$ cat src/pow_defines.vh
/*
 * Register offsets, field positions and reset values for the PCIe
 * outbound window and wake logic. Assumes byte addresses on a 32-bit
 * AXI4-Lite register bus, one aligned word per register.
 */
`ifndef POW_DEFINES_VH
`define POW_DEFINES_VH

`define POW_ADDR_W          8
`define POW_OFS_PM_STATUS   8'h08
`define POW_OFS_DMA_WIN     8'h28
`define POW_OFS_BM_WIN      8'h2C
`define POW_OFS_WAKE_CFG    8'h30
`define POW_OFS_EVENTS      8'h38
`define POW_OFS_EVENT_ENA   8'h3C
`define POW_OFS_EVENT_ACT   8'h40

`define POW_WIN_UPPER_MSB   1
`define POW_WIN_UPPER_LSB   0
`define POW_WIN_BASE        2'h3
`define POW_BE_MSB          27
`define POW_BE_LSB          24
`define POW_MSG_MSB         22
`define POW_MSG_LSB         15
`define POW_TC_MSB          14
`define POW_TC_LSB          12
`define POW_EP_BIT          8
`define POW_WAKE_POLARITY_BIT    2
`define POW_WAKE_OE_BIT     1
`define POW_BEACON_DISABLE_BIT  0
`define POW_PM_EVENT_BIT    0

`define POW_RST_DMA_WIN     32'h0000_0000
`define POW_RST_BM_WIN      32'h0000_0000
`define POW_RST_WAKE_CFG    32'h0000_0000
`define POW_RST_EVENTS      1'b0
`define POW_RST_POWER_MGMT_STATE    3'h0

`define POW_RESP_OKAY       2'h0
`define POW_RESP_SLVERR     2'h2

`endif

$ cat src/pow_axil_slave.v
/*
 * AXI4-Lite slave front end: accepts write address and data in either
 * order, issues one write strobe, then a response; issues one read
 * strobe and registers the returned data. Assumes the register file
 * answers reads combinationally from the strobe address.
 */
`include "pow_defines.vh"
module pow_axil_slave (
  input  wire                   clk_i,
  input  wire                   rst_n_i,
  input  wire [31:0]            awaddr_i,
  input  wire                   awvalid_i,
  output reg                    awready_o,
  input  wire [31:0]            wdata_i,
  input  wire [3:0]             wstrb_i,
  input  wire                   wvalid_i,
  output reg                    wready_o,
  output reg  [1:0]             bresp_o,
  output reg                    bvalid_o,
  input  wire                   bready_i,
  input  wire [31:0]            araddr_i,
  input  wire                   arvalid_i,
  output reg                    arready_o,
  output reg  [31:0]            rdata_o,
  output reg  [1:0]             rresp_o,
  output reg                    rvalid_o,
  input  wire                   rready_i,
  output wire                   wr_req_o,
  output wire [`POW_ADDR_W-1:0] wr_addr_o,
  output wire [31:0]            wr_data_o,
  output wire [3:0]             wr_strb_o,
  input  wire                   wr_ok_i,
  output wire                   rd_req_o,
  output wire [`POW_ADDR_W-1:0] rd_addr_o,
  input  wire [31:0]            rd_data_i,
  input  wire                   rd_ok_i
);
  reg                   aw_held;
  reg                   w_held;
  reg [`POW_ADDR_W-1:0] aw_addr;
  reg [31:0]            w_data;
  reg [3:0]             w_strb;
  wire                  aw_take = awvalid_i & awready_o;
  wire                  w_take  = wvalid_i & wready_o;
  wire                  next_aw_held;
  wire                  next_w_held;
  wire                  next_bvalid;

  // Write fires once both halves are held and no response is pending
  assign wr_req_o     = aw_held & w_held & ~bvalid_o;
  assign wr_addr_o    = aw_addr;
  assign wr_data_o    = w_data;
  assign wr_strb_o    = w_strb;
  assign next_aw_held = (aw_held | aw_take) & ~wr_req_o;
  assign next_w_held  = (w_held | w_take) & ~wr_req_o;
  assign next_bvalid  = wr_req_o | (bvalid_o & ~bready_i);

  assign rd_req_o  = arvalid_i & arready_o;
  assign rd_addr_o = araddr_i[`POW_ADDR_W-1:0];

  always @(posedge clk_i) begin
    if (!rst_n_i) begin
      aw_held   <= 1'b0;
      w_held    <= 1'b0;
      aw_addr   <= {`POW_ADDR_W{1'b0}};
      w_data    <= 32'h0000_0000;
      w_strb    <= 4'h0;
      awready_o <= 1'b0;
      wready_o  <= 1'b0;
      bvalid_o  <= 1'b0;
      bresp_o   <= `POW_RESP_OKAY;
      arready_o <= 1'b0;
      rvalid_o  <= 1'b0;
      rdata_o   <= 32'h0000_0000;
      rresp_o   <= `POW_RESP_OKAY;
    end else begin
      if (aw_take) begin
        aw_addr <= awaddr_i[`POW_ADDR_W-1:0];
      end
      if (w_take) begin
        w_data <= wdata_i;
        w_strb <= wstrb_i;
      end
      aw_held   <= next_aw_held;
      w_held    <= next_w_held;
      awready_o <= ~next_aw_held & ~next_bvalid;
      wready_o  <= ~next_w_held & ~next_bvalid;
      bvalid_o  <= next_bvalid;
      if (wr_req_o) begin
        bresp_o <= wr_ok_i ? `POW_RESP_OKAY : `POW_RESP_SLVERR;
      end
      if (rd_req_o) begin
        rvalid_o  <= 1'b1;
        rdata_o   <= rd_ok_i ? rd_data_i : 32'h0000_0000;
        rresp_o   <= rd_ok_i ? `POW_RESP_OKAY : `POW_RESP_SLVERR;
        arready_o <= 1'b0;
      end else if (rvalid_o && rready_i) begin
        rvalid_o  <= 1'b0;
        arready_o <= 1'b1;
      end else begin
        arready_o <= ~rvalid_o;
      end
    end
  end
endmodule // pow_axil_slave

$ cat src/pow_window_map.v
/*
 * One outbound 1 GByte window: detects an access in the top quarter of
 * the internal address map and swaps bits 31:30 for the programmed
 * upper bits. Combinational; the caller registers the result.
 */
`include "pow_defines.vh"
module pow_window_map (
  input  wire [31:0] addr_i,
  input  wire        valid_i,
  input  wire [1:0]  upper_i,
  output wire        hit_o,
  output wire [31:0] addr_o
);
  // Window is 0xC0000000 to 0xFFFFFFFF
  assign hit_o  = valid_i & (addr_i[31:30] == `POW_WIN_BASE);
  assign addr_o = {upper_i, addr_i[29:0]};
endmodule // pow_window_map

$ cat src/pow_outbound_wake.v
/*
 * PCIe outbound address windows, shared-bus header fields, wake and
 * beacon control, power-state change event with interrupt. Assumes all
 * inputs come from logic on CLK_I and a synchronous active-low reset.
 */
`include "pow_defines.vh"
module pow_outbound_wake (
  input  wire        CLK_I,
  input  wire        RST_N_I,
  input  wire [31:0] S_AXI_AWADDR_I,
  input  wire        S_AXI_AWVALID_I,
  output wire        S_AXI_AWREADY_O,
  input  wire [31:0] S_AXI_WDATA_I,
  input  wire [3:0]  S_AXI_WSTRB_I,
  input  wire        S_AXI_WVALID_I,
  output wire        S_AXI_WREADY_O,
  output wire [1:0]  S_AXI_BRESP_O,
  output wire        S_AXI_BVALID_O,
  input  wire        S_AXI_BREADY_I,
  input  wire [31:0] S_AXI_ARADDR_I,
  input  wire        S_AXI_ARVALID_I,
  output wire        S_AXI_ARREADY_O,
  output wire [31:0] S_AXI_RDATA_O,
  output wire [1:0]  S_AXI_RRESP_O,
  output wire        S_AXI_RVALID_O,
  input  wire        S_AXI_RREADY_I,
  input  wire [31:0] DMA_ADDR_I,
  input  wire        DMA_VALID_I,
  output reg         DMA_PCIE_HIT_O,
  output reg  [31:0] DMA_PCIE_ADDR_O,
  input  wire [31:0] SB_ADDR_I,
  input  wire        SB_VALID_I,
  input  wire        SB_MEM_I,
  input  wire [3:0]  SB_BE_I,
  output reg         SB_PCIE_HIT_O,
  output reg  [31:0] SB_PCIE_ADDR_O,
  output reg  [3:0]  SB_PCIE_BE_O,
  output reg  [7:0]  SB_PCIE_MSG_CODE_O,
  output reg  [2:0]  SB_PCIE_TC_O,
  output reg         SB_PCIE_POISON_O,
  input  wire        WAKE_REQ_I,
  output reg         WAKE_O,
  output reg         WAKE_OE_O,
  input  wire        BEACON_REQ_I,
  output reg         BEACON_O,
  input  wire [2:0]  POWER_MGMT_STATE_I,
  output reg         IRQ_O
);
  reg  [31:0]            dma_pcie_window;
  reg  [31:0]            bus_master_pcie_window;
  reg  [31:0]            link_wake_config;
  reg                    power_state_change_event;
  reg                    power_state_event_enable;
  reg  [2:0]             power_mgmt_state;
  reg  [2:0]             power_mgmt_state_prev;
  wire                   wr_req;
  wire [`POW_ADDR_W-1:0] wr_addr;
  wire [31:0]            wr_data;
  wire [3:0]             wr_strb;
  wire                   rd_req;
  wire [`POW_ADDR_W-1:0] rd_addr;
  reg  [31:0]            rd_data;
  reg                    rd_ok;
  reg                    wr_ok;
  wire [31:0]            wr_mask;
  wire                   dma_hit;
  wire [31:0]            dma_addr;
  wire                   sb_hit;
  wire [31:0]            sb_addr;
  wire                   pm_change;
  wire                   event_clear;
  wire                   event_active;
  wire                   dma_window_upper_bits_dummy;
  wire [1:0]             dma_window_upper_bits;
  wire [1:0]             bus_master_window_upper_bits;
  wire [3:0]             outbound_byte_enable;
  wire [7:0]             outbound_message_code;
  wire [2:0]             outbound_traffic_class;
  wire                   outbound_poisoned_flag;
  wire                   wake_polarity;
  wire                   wake_always_drive;
  wire                   beacon_disable;

  assign dma_window_upper_bits_dummy = 1'b0;
  assign dma_window_upper_bits =
    dma_pcie_window[`POW_WIN_UPPER_MSB:`POW_WIN_UPPER_LSB];
  assign bus_master_window_upper_bits =
    bus_master_pcie_window[`POW_WIN_UPPER_MSB:`POW_WIN_UPPER_LSB];
  assign outbound_byte_enable =
    bus_master_pcie_window[`POW_BE_MSB:`POW_BE_LSB];
  assign outbound_message_code =
    bus_master_pcie_window[`POW_MSG_MSB:`POW_MSG_LSB];
  assign outbound_traffic_class =
    bus_master_pcie_window[`POW_TC_MSB:`POW_TC_LSB];
  assign outbound_poisoned_flag = bus_master_pcie_window[`POW_EP_BIT];
  assign wake_polarity     = link_wake_config[`POW_WAKE_POLARITY_BIT];
  assign wake_always_drive = link_wake_config[`POW_WAKE_OE_BIT];
  assign beacon_disable    = link_wake_config[`POW_BEACON_DISABLE_BIT];

  pow_axil_slave u_bus (
    .clk_i     (CLK_I),
    .rst_n_i   (RST_N_I),
    .awaddr_i  (S_AXI_AWADDR_I),
    .awvalid_i (S_AXI_AWVALID_I),
    .awready_o (S_AXI_AWREADY_O),
    .wdata_i   (S_AXI_WDATA_I),
    .wstrb_i   (S_AXI_WSTRB_I),
    .wvalid_i  (S_AXI_WVALID_I),
    .wready_o  (S_AXI_WREADY_O),
    .bresp_o   (S_AXI_BRESP_O),
    .bvalid_o  (S_AXI_BVALID_O),
    .bready_i  (S_AXI_BREADY_I),
    .araddr_i  (S_AXI_ARADDR_I),
    .arvalid_i (S_AXI_ARVALID_I),
    .arready_o (S_AXI_ARREADY_O),
    .rdata_o   (S_AXI_RDATA_O),
    .rresp_o   (S_AXI_RRESP_O),
    .rvalid_o  (S_AXI_RVALID_O),
    .rready_i  (S_AXI_RREADY_I),
    .wr_req_o  (wr_req),
    .wr_addr_o (wr_addr),
    .wr_data_o (wr_data),
    .wr_strb_o (wr_strb),
    .wr_ok_i   (wr_ok),
    .rd_req_o  (rd_req),
    .rd_addr_o (rd_addr),
    .rd_data_i (rd_data),
    .rd_ok_i   (rd_ok)
  );

  pow_window_map u_dma_win (
    .addr_i  (DMA_ADDR_I),
    .valid_i (DMA_VALID_I),
    .upper_i (dma_window_upper_bits),
    .hit_o   (dma_hit),
    .addr_o  (dma_addr)
  );

  pow_window_map u_sb_win (
    .addr_i  (SB_ADDR_I),
    .valid_i (SB_VALID_I),
    .upper_i (bus_master_window_upper_bits),
    .hit_o   (sb_hit),
    .addr_o  (sb_addr)
  );

  // Byte-lane write mask from strobes
  genvar g;
  generate
    for (g = 0; g < 4; g = g + 1) begin : g_mask
      assign wr_mask[8*g+7:8*g] = {8{wr_strb[g]}};
    end
  endgenerate

  assign pm_change    = (POWER_MGMT_STATE_I != power_mgmt_state_prev);
  assign event_clear  = wr_req & (wr_addr == `POW_OFS_EVENTS) &
                        wr_strb[0] & wr_data[`POW_PM_EVENT_BIT];
  assign event_active = power_state_change_event &
                        power_state_event_enable;

  // Address decode for writes
  always @* begin
    case (wr_addr)
      `POW_OFS_DMA_WIN,
      `POW_OFS_BM_WIN,
      `POW_OFS_WAKE_CFG,
      `POW_OFS_EVENTS,
      `POW_OFS_EVENT_ENA:  wr_ok = 1'b1;
      default:             wr_ok = 1'b0;
    endcase
  end

  // Read mux
  always @* begin
    rd_data = 32'h0000_0000;
    rd_ok   = 1'b1;
    case (rd_addr)
      `POW_OFS_PM_STATUS: rd_data[2:0] = power_mgmt_state;
      `POW_OFS_DMA_WIN:   rd_data = dma_pcie_window;
      `POW_OFS_BM_WIN:    rd_data = bus_master_pcie_window;
      `POW_OFS_WAKE_CFG:  rd_data = link_wake_config;
      `POW_OFS_EVENTS:    rd_data[0] = power_state_change_event;
      `POW_OFS_EVENT_ENA: rd_data[0] = power_state_event_enable;
      `POW_OFS_EVENT_ACT: rd_data[0] = event_active;
      default:            rd_ok = 1'b0;
    endcase
  end

  // Register file
  always @(posedge CLK_I) begin
    if (!RST_N_I) begin
      dma_pcie_window          <= `POW_RST_DMA_WIN;
      bus_master_pcie_window   <= `POW_RST_BM_WIN;
      link_wake_config         <= `POW_RST_WAKE_CFG;
      power_state_event_enable <= 1'b0;
    end else if (wr_req) begin
      case (wr_addr)
        `POW_OFS_DMA_WIN:
          dma_pcie_window <= (dma_pcie_window & ~wr_mask) |
                             (wr_data & wr_mask);
        `POW_OFS_BM_WIN:
          bus_master_pcie_window <= (bus_master_pcie_window & ~wr_mask) |
                                    (wr_data & wr_mask);
        `POW_OFS_WAKE_CFG:
          link_wake_config <= (link_wake_config & ~wr_mask) |
                              (wr_data & wr_mask);
        `POW_OFS_EVENT_ENA: begin
          if (wr_strb[0]) begin
            power_state_event_enable <= wr_data[0];
          end
        end
        default: begin
        end
      endcase
    end
  end

  // Power state tracking and sticky event; a new change beats a clear
  always @(posedge CLK_I) begin
    if (!RST_N_I) begin
      power_mgmt_state         <= `POW_RST_POWER_MGMT_STATE;
      power_mgmt_state_prev            <= `POW_RST_POWER_MGMT_STATE;
      power_state_change_event <= `POW_RST_EVENTS;
      IRQ_O                    <= 1'b0;
    end else begin
      power_mgmt_state <= POWER_MGMT_STATE_I;
      power_mgmt_state_prev    <= POWER_MGMT_STATE_I;
      if (pm_change) begin
        power_state_change_event <= 1'b1;
      end else if (event_clear) begin
        power_state_change_event <= 1'b0;
      end
      IRQ_O <= event_active;
    end
  end

  // Outbound address and header fields
  always @(posedge CLK_I) begin
    if (!RST_N_I) begin
      DMA_PCIE_HIT_O     <= 1'b0;
      DMA_PCIE_ADDR_O    <= 32'h0000_0000;
      SB_PCIE_HIT_O      <= 1'b0;
      SB_PCIE_ADDR_O     <= 32'h0000_0000;
      SB_PCIE_BE_O       <= 4'h0;
      SB_PCIE_MSG_CODE_O <= 8'h00;
      SB_PCIE_TC_O       <= 3'h0;
      SB_PCIE_POISON_O   <= 1'b0;
    end else begin
      DMA_PCIE_HIT_O     <= dma_hit;
      DMA_PCIE_ADDR_O    <= dma_addr;
      SB_PCIE_HIT_O      <= sb_hit;
      SB_PCIE_ADDR_O     <= sb_addr;
      SB_PCIE_BE_O       <= SB_MEM_I ? SB_BE_I
                                     : outbound_byte_enable;
      SB_PCIE_MSG_CODE_O <= outbound_message_code;
      SB_PCIE_TC_O       <= outbound_traffic_class;
      SB_PCIE_POISON_O   <= outbound_poisoned_flag;
    end
  end

  // Wake pin and beacon
  always @(posedge CLK_I) begin
    if (!RST_N_I) begin
      WAKE_O    <= 1'b1;
      WAKE_OE_O <= 1'b0;
      BEACON_O  <= 1'b0;
    end else begin
      WAKE_O    <= WAKE_REQ_I ? wake_polarity : ~wake_polarity;
      WAKE_OE_O <= wake_always_drive | WAKE_REQ_I;
      BEACON_O  <= BEACON_REQ_I & ~beacon_disable;
    end
  end
endmodule // pow_outbound_wake

$ cat config.mk
export PLATFORM = sky130hd
export DESIGN_NAME = pow_outbound_wake
export DESIGN_NICKNAME = d
export VERILOG_FILES = /design/src/pow_axil_slave.v /design/src/pow_window_map.v /design/src/pow_outbound_wake.v
export VERILOG_INCLUDE_DIRS = /design/src
export SDC_FILE = /design/constraint.sdc
export NUM_CORES = 1
export LEC_CHECK = 0
export BUFFER_PORTS_ARGS = -buffer_cell sky130_fd_sc_hd__clkbuf_2
export CAP_MARGIN = 15
export CELL_PAD_IN_SITES_DETAIL_PLACEMENT = 0
export CELL_PAD_IN_SITES_GLOBAL_PLACEMENT = 2
export CORE_AREA = 4 4 196 198
export CTS_CLUSTER_SIZE = 10
export DETAILED_ROUTE_END_ITERATION = 8
export DIE_AREA = 0 0 200 202
export PLACE_DENSITY = 0.83
export SLEW_MARGIN = 20
export SYNTH_ARGS = -nofsm -noshare
export SYNTH_HDL_FRONTEND = slang
export SYNTH_SLANG_ARGS = --single-unit
$ cat constraint.sdc
create_clock -name CLK_I -period 1.88 [get_ports CLK_I]
set_clock_uncertainty 0.1 [all_clocks]
set_input_delay 0.188 -clock CLK_I [delete_from_list [all_inputs] [get_ports CLK_I]]
set_output_delay 0.188 -clock CLK_I [all_outputs]
set_load 0.05 [all_outputs]
==> results by group, run 1 <==
Placed design
  • Port buffer count: 259
  • Final GP Congestion: 0.766
  • Post-DP HPWL: 20.2 mm
  • DP Area: 12100 sq um
  • Pre-CTS setup slack: 0.000364 ns

Layout
  • Most frequent cells in the layout: 271 x dfxtp_1, 258 x clkbuf_2, 191 x nand2_1
  • Fraction of layout cells with a size suffix above 1: about 27%
  • Layout Nets: 1597
  • Fillers: approximately 3500
  • Cell area after layout: 14600 sq um
  • Commonest non-fill, non-tap cell in the layout: dfxtp_1
  • Syn-to-layout area delta: 43.9%

Synthesis
  • Sequential-to-total area share from yosys stat: a little over half
  • Cell Area, Synth: 10100 sq um
  • Synth Register Bits: 272
  • Ys Warns: 0
  • Post-synth EDFFs: 0
  • Share of synthesized registers carrying an async set or reset: 0%
  • Syn Inst Count: 1009
  • Top_reg_cell synth: dfxtp_1
  • Distinct cell type count after synthesis: 48
  • Mean Syn Cell Area: between 10 and 15 sq um

Detailed routing
  • # DRC: 0
  • DRT Pass-1 Iters: 4
  • Vias/cell: 4.40
  • Via count: 8332
  • Post-route ant nets: 0
  • Routed WL: 31.0 mm
  • DR WL/cell: ~16 um
  • DRT iter0 DRCs: 251

GRT
  • Global route overflow: 0
  • First-pass GRT wire length: around 47 mm
  • Global Route Usage Sum: 14.6%
  • Number of global-route vias before repair: 8500
  • Initial antenna violation count: 2
  • Largest net degree at the start of global routing: 70

STA
  • Setup_tns: 0 ns
  • Hold_ws: 0.0210 ns
  • Period minus WS final: 1.87 ns
  • Final Max Slew Viols: 0
  • Post-route setup slack: ~0.0068 ns
  • Final period util: 99.6%
  • Maximum operating frequency: 534 MHz
  • Final setup fails: 0
  • RSZ-0062 raised after global routing: yes
  • Fin. Hold Viols: 0

Setup path
  • Worst R2R Setup Slack: about 0.0068 ns
  • Reg2Reg Depth: 5
  • Critical Path Max Stage Delay: 0.61 ns
  • Worst setup path class: reg2reg
  • Startpoint types: register
  • Crit path cell chain: or4b_4 -> nor4_4 -> buf_4 -> nand2_2 -> mux2i_1
  • R2R Path Start: u_bus.wr_addr_o[6]
  • Worst Setup End Kind: register
  • Slowest CP cell: or4b_4
  • CP required: about 2.2 ns
  • WP data arrival: 2.15 ns
  • Peak fanout along the critical path: 8

Power and ir drop
  • Peak supply drop: 0.000593 V
  • Leak: 6.48 nW
  • Overall Power: approximately 13 mW
  • PD cells: 918 nW/um^2

Clock tree
  • CTS Buf Count: 34
  • Clock Sinks: roughly 270
  • Clock Root Buffer: clkbuf_16
  • CTS tree: yes
  • Clk buf depth: 3
  • Clock Latency Late Sink: 0.50 ns
  • H-tree level count: 2
  • CTS clk-pin slew, worst paths: ~0.060 ns

Floorplanning
  • Io pins: 310
  • DIE WIDTH: about 200 um
  • Die Span Y: about 200 um
  • Initial Utilization: 27.7%
  • Die ar.: 40400 sq um
  • # rows: 70
  • Core area: 36500 sq um

Hold path
  • Hold Crit Class: in2reg
  • Cell depth of the worst hold path: 3
  • Min-delay src: SB_MEM_I
  • Hold endpoint: SB_PCIE_BE_O[3]

Run
  • Max-cap violations: 0

Outcome
  • Outcome: complete, no violations
-- metal layers --
metal	global-route usage, %	vias to the layer above	part of all wire [%]	wire length (um)
met5	0	-	0.042	13
met3	2.90	50	6.3	1950
met4	3.37	2	1.8	562
li1	-	4192	-	-
met1	18.7	3859	44	13800
met2	25.4	229	47	14700
-- cells in the mapped netlist, types with 3 or more instances --
cell,count,area (sq um)
nor2b_1,70,438
nor2_1,8,30.0
a21oi_1,5,25.0
nor4b_1,4,35.0
clkbuf_1,56,210
nand4_1,7,43.8
a21boi_0,48,360
nor4bb_1,4,40.0
and3_1,4,25.0
nand2_1,191,717
nand2b_1,3,18.8
nor4_4,3,63.8
and2_1,83,519
dfxtp_1,272,5450
mux2_2,33,372
nand2_2,4,25.0
xor2_1,4,35.0
buf_1,4,15.0
a22oi_1,30,225
o21ai_0,35,175
nor3_1,5,25.0
mux2i_1,101,1010
-- through the flow --
| step | util [%] | std cells |
|---|---|---|
| floorplan | - | 1010 |
| global placement | 33.3 | 1707 |
| detailed placement | 33.3 | 1707 |
| CTS | 39.8 | 1889 |
| global route | 39.9 | 1894 |
| finish | 39.9 | 1894 |
-- where the power goes --
| part | internal (mW) | total (mW) | leakage (nW) | switching, mW |
|---|---|---|---|---|
| clock | 3.75 | 6.09 | 0.501 | 2.34 |
| combinational | 0.535 | 1.30 | 3.76 | 0.763 |
| sequential | 5.91 | 6.00 | 2.22 | 0.0867 |
| total | 10.2 | 13.4 | 6.48 | 3.19 |
-- layout make-up --
type	instances	area [sq um]	share of cell area (%)
sequential	272	5450	37.3
multi-input combinational	671	4460	30.6
clock inverter	2	35.0	0.240
inverter	3	11.3	0.0772
tap	468	586	4.01
antenna	1	2.50	0.0172
timing repair buffer	432	3060	20.9
clock buffer	45	986	6.76
-- cell families after synthesis --
family	synth area share, %
AOI/OAI and AO/OA	8.32
xor gates and xnor gates	0.346
buffers and inverters	2.64
DFF	53.7
muxes	13.6
other	0.0370
and+or+nand+nor	21.3
-- repair_timing --
action	4_1_cts	5_1_grt
hold buffers	135	0
cloned	0	2
gates resized for setup	1	9
endpoints found under the setup margin	8	39
buffers inserted	0	2
endpoints found under the hold margin	137	0
pin swaps	0	1
-- worst max-delay path by stage --
| stage | startpoint | to | slack (ns) | cells past startpoint |
|---|---|---|---|---|
| 2_1_floorplan | u_bus.wr_addr_o[6] | register | -0.04 | 5 |
| 3_3_place_gp | u_bus.wr_addr_o[6] | register | 0.005 | 5 |
| 3_5_place_dp | u_bus.wr_addr_o[6] | register | 0.0004 | 5 |
| 4_1_cts | u_bus.wr_addr_o[6] | register | -0.01 | 5 |
| 5_1_grt | u_bus.wr_addr_o[6] | register | -0.09 | 5 |
| 6_report | u_bus.wr_addr_o[6] | register | 0.007 | 5 |
-- critical path, delay by kind of cell, from the launching register on --
kind | cells | cell delay [ns]
buffers and inverters | 1 | 0.19
DFF | 1 | 0.31
muxes | 1 | 0.17
and+or+nand+nor | 3 | 0.96
Power figures use the tool's default switching activity.
==> run 2: changes to the inputs <==
Settings changed: CORE_AREA 4 4 196 198 to 4 4 203 205, DIE_AREA 0 0 200 202 to 0 0 207 209, SYNTH_HIERARCHICAL from default to 1.
==> results by group, run 2 <==
Outcome
  • Outcome: complete, no violations

Setup path
  • Setup crit start: u_bus/wr_addr_o[7]
  • Worst setup path class: reg2reg
  • Startpoint types: register
  • Worst path bufs/invs: 1 (unchanged)
  • R2R Path Start: u_bus/wr_addr_o[7]
  • Reg2Reg Depth: 5 (unchanged)
  • Critical path depth in cells: 5 (unchanged)
  • Peak fanout along the critical path: 8 (unchanged)
  • Worst R2R Setup Slack: 0.08 ns (+0.07 ns)
  • CP required: 2.21 ns (+0.06 ns)
  • Slowest CP cell: or4b_4
  • Worst Setup End Kind: register
  • Crit path cell chain: or4b_4 -> nor2_4 -> and3_4 -> buf_12 -> mux2i_1
  • Critical Path Max Stage Delay: 0.57 ns (-0.04 ns)
  • WP data arrival: 2.13 ns (-0.02 ns)
  • CP delay by family, top: simple AND/OR/NAND/NOR gates

STA
  • Final setup fails: 0 (unchanged)
  • Setup_tns: 0 ns (unchanged)
  • Final Max Slew Viols: 0 (unchanged)
  • Max_slew headroom: 65.3%
  • Period minus WS final: 1.80 ns (-0.0744 ns)
  • Fin. Hold Viols: 0 (unchanged)
  • Measured slew at the worst slew-check pin: 0.520 ns
  • Final period util: 95.7% (-4.0 points)
  • RSZ-0062 raised after global routing: yes
  • Maximum operating frequency: 556 MHz (+4.1%)

Floorplanning
  • DIE WIDTH: 207 um (+3.5%)
  • Io pins: 310 (unchanged)
  • Die ar.: 43300 sq um (+7.1%)
  • Die Span Y: 209 um (+3.5%)
  • Core area: 39500 sq um (+8.0%)
  • # rows: 73 (+4.3%)
  • Initial Utilization: 27.6% (-0.18 points)

Power and ir drop
  • PD cells: 893 nW/um^2 (-2.8%)
  • Peak supply drop: 0.000456 V (-23%)
  • Leak: 6.52 nW (+0.70%)

GRT
  • Initial antenna violation count: 1 (-1)
  • First-pass GRT wire length: 47.3 mm (+0.38%)
  • Global route overflow: 0 (unchanged)
  • Largest net degree at the start of global routing: 62 (-11%)
  • Global Route Usage Sum: 13.3% (-1.3 points)
  • Number of global-route vias before repair: 8680 (+2.1%)

Synthesis
  • Mean Syn Cell Area: 9.55 sq um (-4.9%)
  • Post-synth EDFFs: 0 (unchanged)
  • Sequential-to-total area share from yosys stat: 50.1% (-3.7 points)
  • Synth area leaders: dfxtp_1 50%, mux2i_1 12%, nand2_1 10%, buf_4 5.5%, and2_1 4.2%
  • Cell Area, Synth: 10900 sq um (+7.3%)
  • Area share of the largest cell type after synthesis: 50.1% (-3.7 points)
  • Syn Inst Count: 1139 (+13%)
  • Top_reg_cell synth: dfxtp_1
  • Synth Register Bits: 272 (unchanged)
  • Ys Warns: 6 (+6)
  • Top-count cell post-synth: nand2_1
  • Share of synthesized registers carrying an async set or reset: 0% (unchanged)
  • Largest area contributor in the netlist: dfxtp_1
  • Post-synth top cells: 290 x nand2_1, 272 x dfxtp_1, 130 x mux2i_1
  • Distinct cell type count after synthesis: 49 (+2.1%)

Clock tree
  • Clock Root Buffer: clkbuf_16
  • CTS tree: yes
  • Clock Sinks: 272 (unchanged)
  • CTS clk-pin slew, worst paths: 0.05 ns (about the same)
  • CTS Buf Count: 35 (+2.9%)
  • Clock Latency Late Sink: 0.51 ns (about the same)
  • Clk buf depth: 3 (unchanged)
  • H-tree level count: 2 (unchanged)

Layout
  • Commonest non-fill, non-tap cell in the layout: nand2_1
  • Layout Cells excl Fill: 2001 (+5.6%)
  • Fraction of layout cells with a size suffix above 1: 26.1% (-1.3 points)
  • Fillers: 4073 (+15%)
  • Layout Nets: 1646 (+3.1%)
  • Syn-to-layout area delta: 35.1%
  • Most frequent cells in the layout: 290 x nand2_1, 272 x dfxtp_1, 258 x clkbuf_2
  • # diodes: 0 (-1)

Placed design
  • Placed instance count: 1821 (+6.7%)
  • Post-DP HPWL: 20.3 mm (+0.75%)
  • Final GP Congestion: 0.750 (-2.0%)
  • Port buffer count: 259 (unchanged)

Detailed routing
  • Routed WL: 29.6 mm (-4.6%)
  • Post-route ant nets: 0 (unchanged)
  • DRT iter0 DRCs: 257 (+2.4%)
  • Vias/cell: 4.23 (-3.9%)
  • # DRC: 0 (unchanged)
  • DR WL/cell: 14.8 um (-9.7%)
  • Via count: 8456 (+1.5%)
  • DRT Pass-1 Iters: 4 (unchanged)

Hold path
  • Hold Crit Class: in2reg

Run
  • Max-cap violations: 0 (unchanged)
[run 2: cell count changes in the layout (fill, tap and decap cells not counted), moves of 27 or more]
cell	change
nand2_1	+99
a22oi_1	-30
mux2_2	-29
mux2i_1	+30
nand3_1	+30
a21boi_1	+27
nor2b_1	-63
[run 2: worst min path at each step]
stage	startpoint	end	slack, ns	depth (start not counted)
2_1_floorplan	WAKE_REQ_I	WAKE_OE_O	0.20	1
3_3_place_gp	BEACON_REQ_I	BEACON_O	0.29	3
3_5_place_dp	DMA_ADDR_I[18]	DMA_PCIE_ADDR_O[18]	0.30	2
4_1_cts	S_AXI_AWVALID_I	u_bus/wr_addr_o[7]	0.08	4
5_1_grt	S_AXI_WVALID_I	u_bus/wr_data_o[3]	0.10	4
6_report	S_AXI_WVALID_I	u_bus/wr_data_o[3]	0.05	4
[run 2: cell type report]
type                            count  area [sq um]  share of cell area [%]
Sequential cell                   272          5450                    37.1
Multi-Input combinational cell    715          4490                    30.5
Timing Repair Buffer              424          3060                    20.8
Clock buffer                       46           957                    6.51
Tap cell                          525           657                    4.47
Inverter                           15          61.3                   0.417
Clock inverter                      4          28.8                   0.196
[run 2: cells by family (layout without fill, tap and decap cells)]
group | count (synthesis) | count (layout) | synth area share [%]
compound gates | 125 | 125 | 8.66
xor+xnor | 5 | 5 | 0.403
buf+inv | 154 | 489 | 8.89
flops | 272 | 272 | 50.1
mux | 134 | 134 | 12.4
other cells | 1 | 2 | 0.0345
simple gates | 448 | 449 | 19.6
[run 2: per-stage QoR]
stage / worst slack (ns) / util [%] / hold WS, ns / power (mW) / area (sq um)
3_3_place_gp: 0.0124 / 31.4 / 0.293 / 7.14 / 12400
2_1_floorplan: 0.0334 / - / 0.198 / 6.89 / 10900
5_1_grt: -0.0172 / 37.2 / 0.103 / 13.7 / 14700
6_report: 0.0812 / 37.2 / 0.0532 / 13.1 / 14700
3_5_place_dp: -0.0406 / 31.4 / 0.298 / 7.15 / 12400
4_1_cts: 0.0226 / 37.2 / 0.0832 / 13.4 / 14700
[run 2: where the power goes]
part	switching (mW)	internal [mW]	total (mW)
clock network	2.35	3.52	5.87
registers	0.0706	5.91	5.98
logic	0.735	0.529	1.26
[run 2: metal layers]
layer	GRT usage [%]	routed length, um
met1	18.8	14600
met2	20.8	13100
met3	2.75	1240
met4	3.67	543
met5	0	13
[run 2: worst register-to-register path: stages, from the launching register on]
cell and delay (ns):
dfxtp_1 0.32, or4b_4 0.57, nor2_4 0.18, and3_4 0.23, buf_12 0.14, mux2i_1 0.18
[run 2: timing repair]
item                                   in CTS  in global routing
endpoints found under the hold margin     141                  0
buffers inserted                            0                  1
setup endpoints to repair                   0                 59
gates resized for setup                     0                  6
hold buffers                              128                  0
==> run 3: changes to the inputs <==
Settings changed: SETUP_SLACK_MARGIN from default to 0.2.
==> results by group, run 3 (same netlist as run 2, synthesis figures left out) <==
GRT
  • First-pass GRT wire length: 46.9 mm (-0.98%)
  • Global route overflow: 0 (unchanged)
  • Global Route Usage Sum: 13.2% (-0.093 points)
  • Number of global-route vias before repair: 8467 (-2.5%)
  • Largest net degree at the start of global routing: 64 (+3.2%)
  • Initial antenna violation count: 4 (+3)

Power and ir drop
  • Peak supply drop: 0.000398 V (-13%)
  • PD cells: 881 nW/um^2 (-1.3%)
  • Leak: 6.56 nW (+0.58%)
  • Overall Power: 13.0 mW (-0.86%)
  • Sw Share: 24.0% (-0.030 points)
  • Sw power: 3.12 mW (-0.98%)
  • Int Power: 9.88 mW (-0.82%)
  • Clock network power share: 44.3% (-0.5 points)
  • Flop pwr share: 46.0% (+0.4 points)
  • Combinational power share: 9.7% (about the same)

STA
  • Post-route setup slack: 0.0921 ns (+0.0109 ns)
  • RSZ-0062 raised after global routing: yes
  • Final setup fails: 0 (unchanged)
  • Maximum operating frequency: 559 MHz (+0.61%)
  • Period minus WS final: 1.79 ns (-0.0109 ns)
  • Hold_ws: 0.0242 ns (-0.0290 ns)
  • Fin. Hold Viols: 0 (unchanged)
  • Final period util: 95.1% (-0.58 points)
  • Setup_tns: 0 ns (unchanged)
  • Final Max Slew Viols: 0 (unchanged)

Floorplanning
  • DIE WIDTH: 207 um (unchanged)
  • Io pins: 310 (unchanged)
  • Initial Utilization: 27.6% (unchanged)
  • # rows: 73 (unchanged)
  • Die Span Y: 209 um (unchanged)
  • Core area: 39500 sq um (unchanged)
  • Die ar.: 43300 sq um (unchanged)

Layout
  • # diodes: 0 (unchanged)
  • Layout Cells excl Fill: 2003 (+0.10%)
  • Syn-to-layout area delta: 35.7%
  • Fillers: 3977 (-2.4%)
  • Cell area after layout: 14800 sq um (+0.41%)
  • Most frequent cells in the layout: 289 x nand2_1, 266 x dfxtp_1, 258 x clkbuf_2
  • Sequential cell area: 5450 sq um (+0.14%)
  • Fraction of layout cells with a size suffix above 1: 27.3% (+1.2 points)
  • Final cell utilization of the core: 37.4% (+0.15 points)
  • Commonest non-fill, non-tap cell in the layout: nand2_1
  • Multi-input gate area: 4530 sq um (+0.92%)
  • Layout Nets: 1652 (+0.36%)

Detailed routing
  • DRT Pass-1 Iters: 5 (+1)
  • # DRC: 0 (unchanged)
  • Via count: 8387 (-0.82%)
  • Routed WL: 29.4 mm (-0.72%)
  • DRT iter0 DRCs: 373 (+45%)
  • DR WL/cell: 14.7 um (-0.82%)
  • Vias/cell: 4.19 (-0.92%)
  • Post-route ant nets: 0 (unchanged)

Clock tree
  • CTS clk-pin slew, worst paths: 0.06 ns (about the same)
  • Clock Sinks: 272 (unchanged)
  • Clk buf depth: 3 (unchanged)
  • H-tree level count: 2 (unchanged)
  • CTS Buf Count: 34 (-2.9%)
  • CTS tree: yes
  • Clock Root Buffer: clkbuf_16
  • Clock Latency Late Sink: 0.51 ns (about the same)

Setup path
  • Critical Path Max Stage Delay: 0.57 ns (about the same)
  • Peak fanout along the critical path: 8 (unchanged)
  • CP delay by family, top: simple AND/OR/NAND/NOR gates
  • WP data arrival: 2.07 ns (-0.06 ns)
  • Setup crit start: u_bus/wr_addr_o[4]
  • Worst Setup End Kind: register
  • R2R Path Start: u_bus/wr_addr_o[4]
  • CP required: 2.16 ns (-0.05 ns)
  • Startpoint types: register
  • Worst setup path class: reg2reg
  • Crit path cell chain: or4b_4 -> nor2_4 -> nand3_4 -> mux2i_1
  • Slowest CP cell: or4b_4
  • Worst path bufs/invs: 0 (-1)

Outcome
  • Outcome: complete, no violations

Placed design
  • Placed instance count: 1823 (+0.11%)
  • Pre-CTS setup slack: -0.0338 ns (+0.00679 ns)
  • Post-DP HPWL: 20.1 mm (-1.1%)
  • Final GP Congestion: 0.748 (-0.29%)
  • Port buffer count: 259 (unchanged)
  • DP Area: 12400 sq um (about the same)

Hold path
  • Min-delay src: S_AXI_AWVALID_I
  • Hold Crit Class: in2reg

Run
  • Max-cap violations: 0 (unchanged)
==> run 3: changes by cell type in the layout (fill, tap and decap cells not counted), sizes merged <==
cell         before  now
dlygate4sd3     128  127
clkinvlp          2    1
clkbuf          304  300
buf              38   47
and2             75   74
==> run 3: worst reg2reg max path: stages, from the launching register on <==
cell and delay (ns):
dfxtp_2 0.32, or4b_4 0.57, nor2_4 0.26, nand3_4 0.23, mux2i_1 0.18
==> run 3: power groups by stage <==
stage          clock network (mW)  registers, mW  logic (mW)
6_report                     5.77           5.98        1.26
5_1_grt                      6.20           5.99        1.36
4_1_cts                      6.00           5.98        1.27
3_5_place_dp                    0           6.10        1.05
3_3_place_gp                    0           6.09        1.04
2_1_floorplan                   0           6.39       0.502
==> run 3: area by class of cell <==
| type | instances | area share (%) |
|---|---|---|
| clock buffer | 42 | 6.32 |
| clock inverter | 3 | 0.144 |
| inverter | 15 | 0.416 |
| multi-input combinational | 714 | 30.7 |
| sequential | 272 | 37.0 |
| tap | 525 | 4.45 |
| timing repair buffer | 432 | 21.0 |
==> run 3: final timing paths <==
check                                       end  slack (ns)  cells past startpoint
worst min-delay path            u_bus/awready_o        0.02                      3
worst max register to register         register        0.09                      4
worst max-delay path                   register        0.09                      4
worst min register to register   u_bus/wready_o        0.34                      1
==> run 3: layer usage <==
metal	up-vias	GRT usage, %	wire length (um)
li1	4321	-	-
met1	3842	18.7	14500
met2	170	20.5	12900
met3	46	3.05	1330
met4	8	3.63	566
met5	-	0	45
==> run 3: what timing repair did <==
item                                    4_1_cts  5_1_grt
hold buffers                                127        0
hold endpoints to repair                    128        0
endpoints found under the setup margin       94      100
setup buffers                                 7        1
pin swaps                                     7        4
gates resized for setup                      13        6
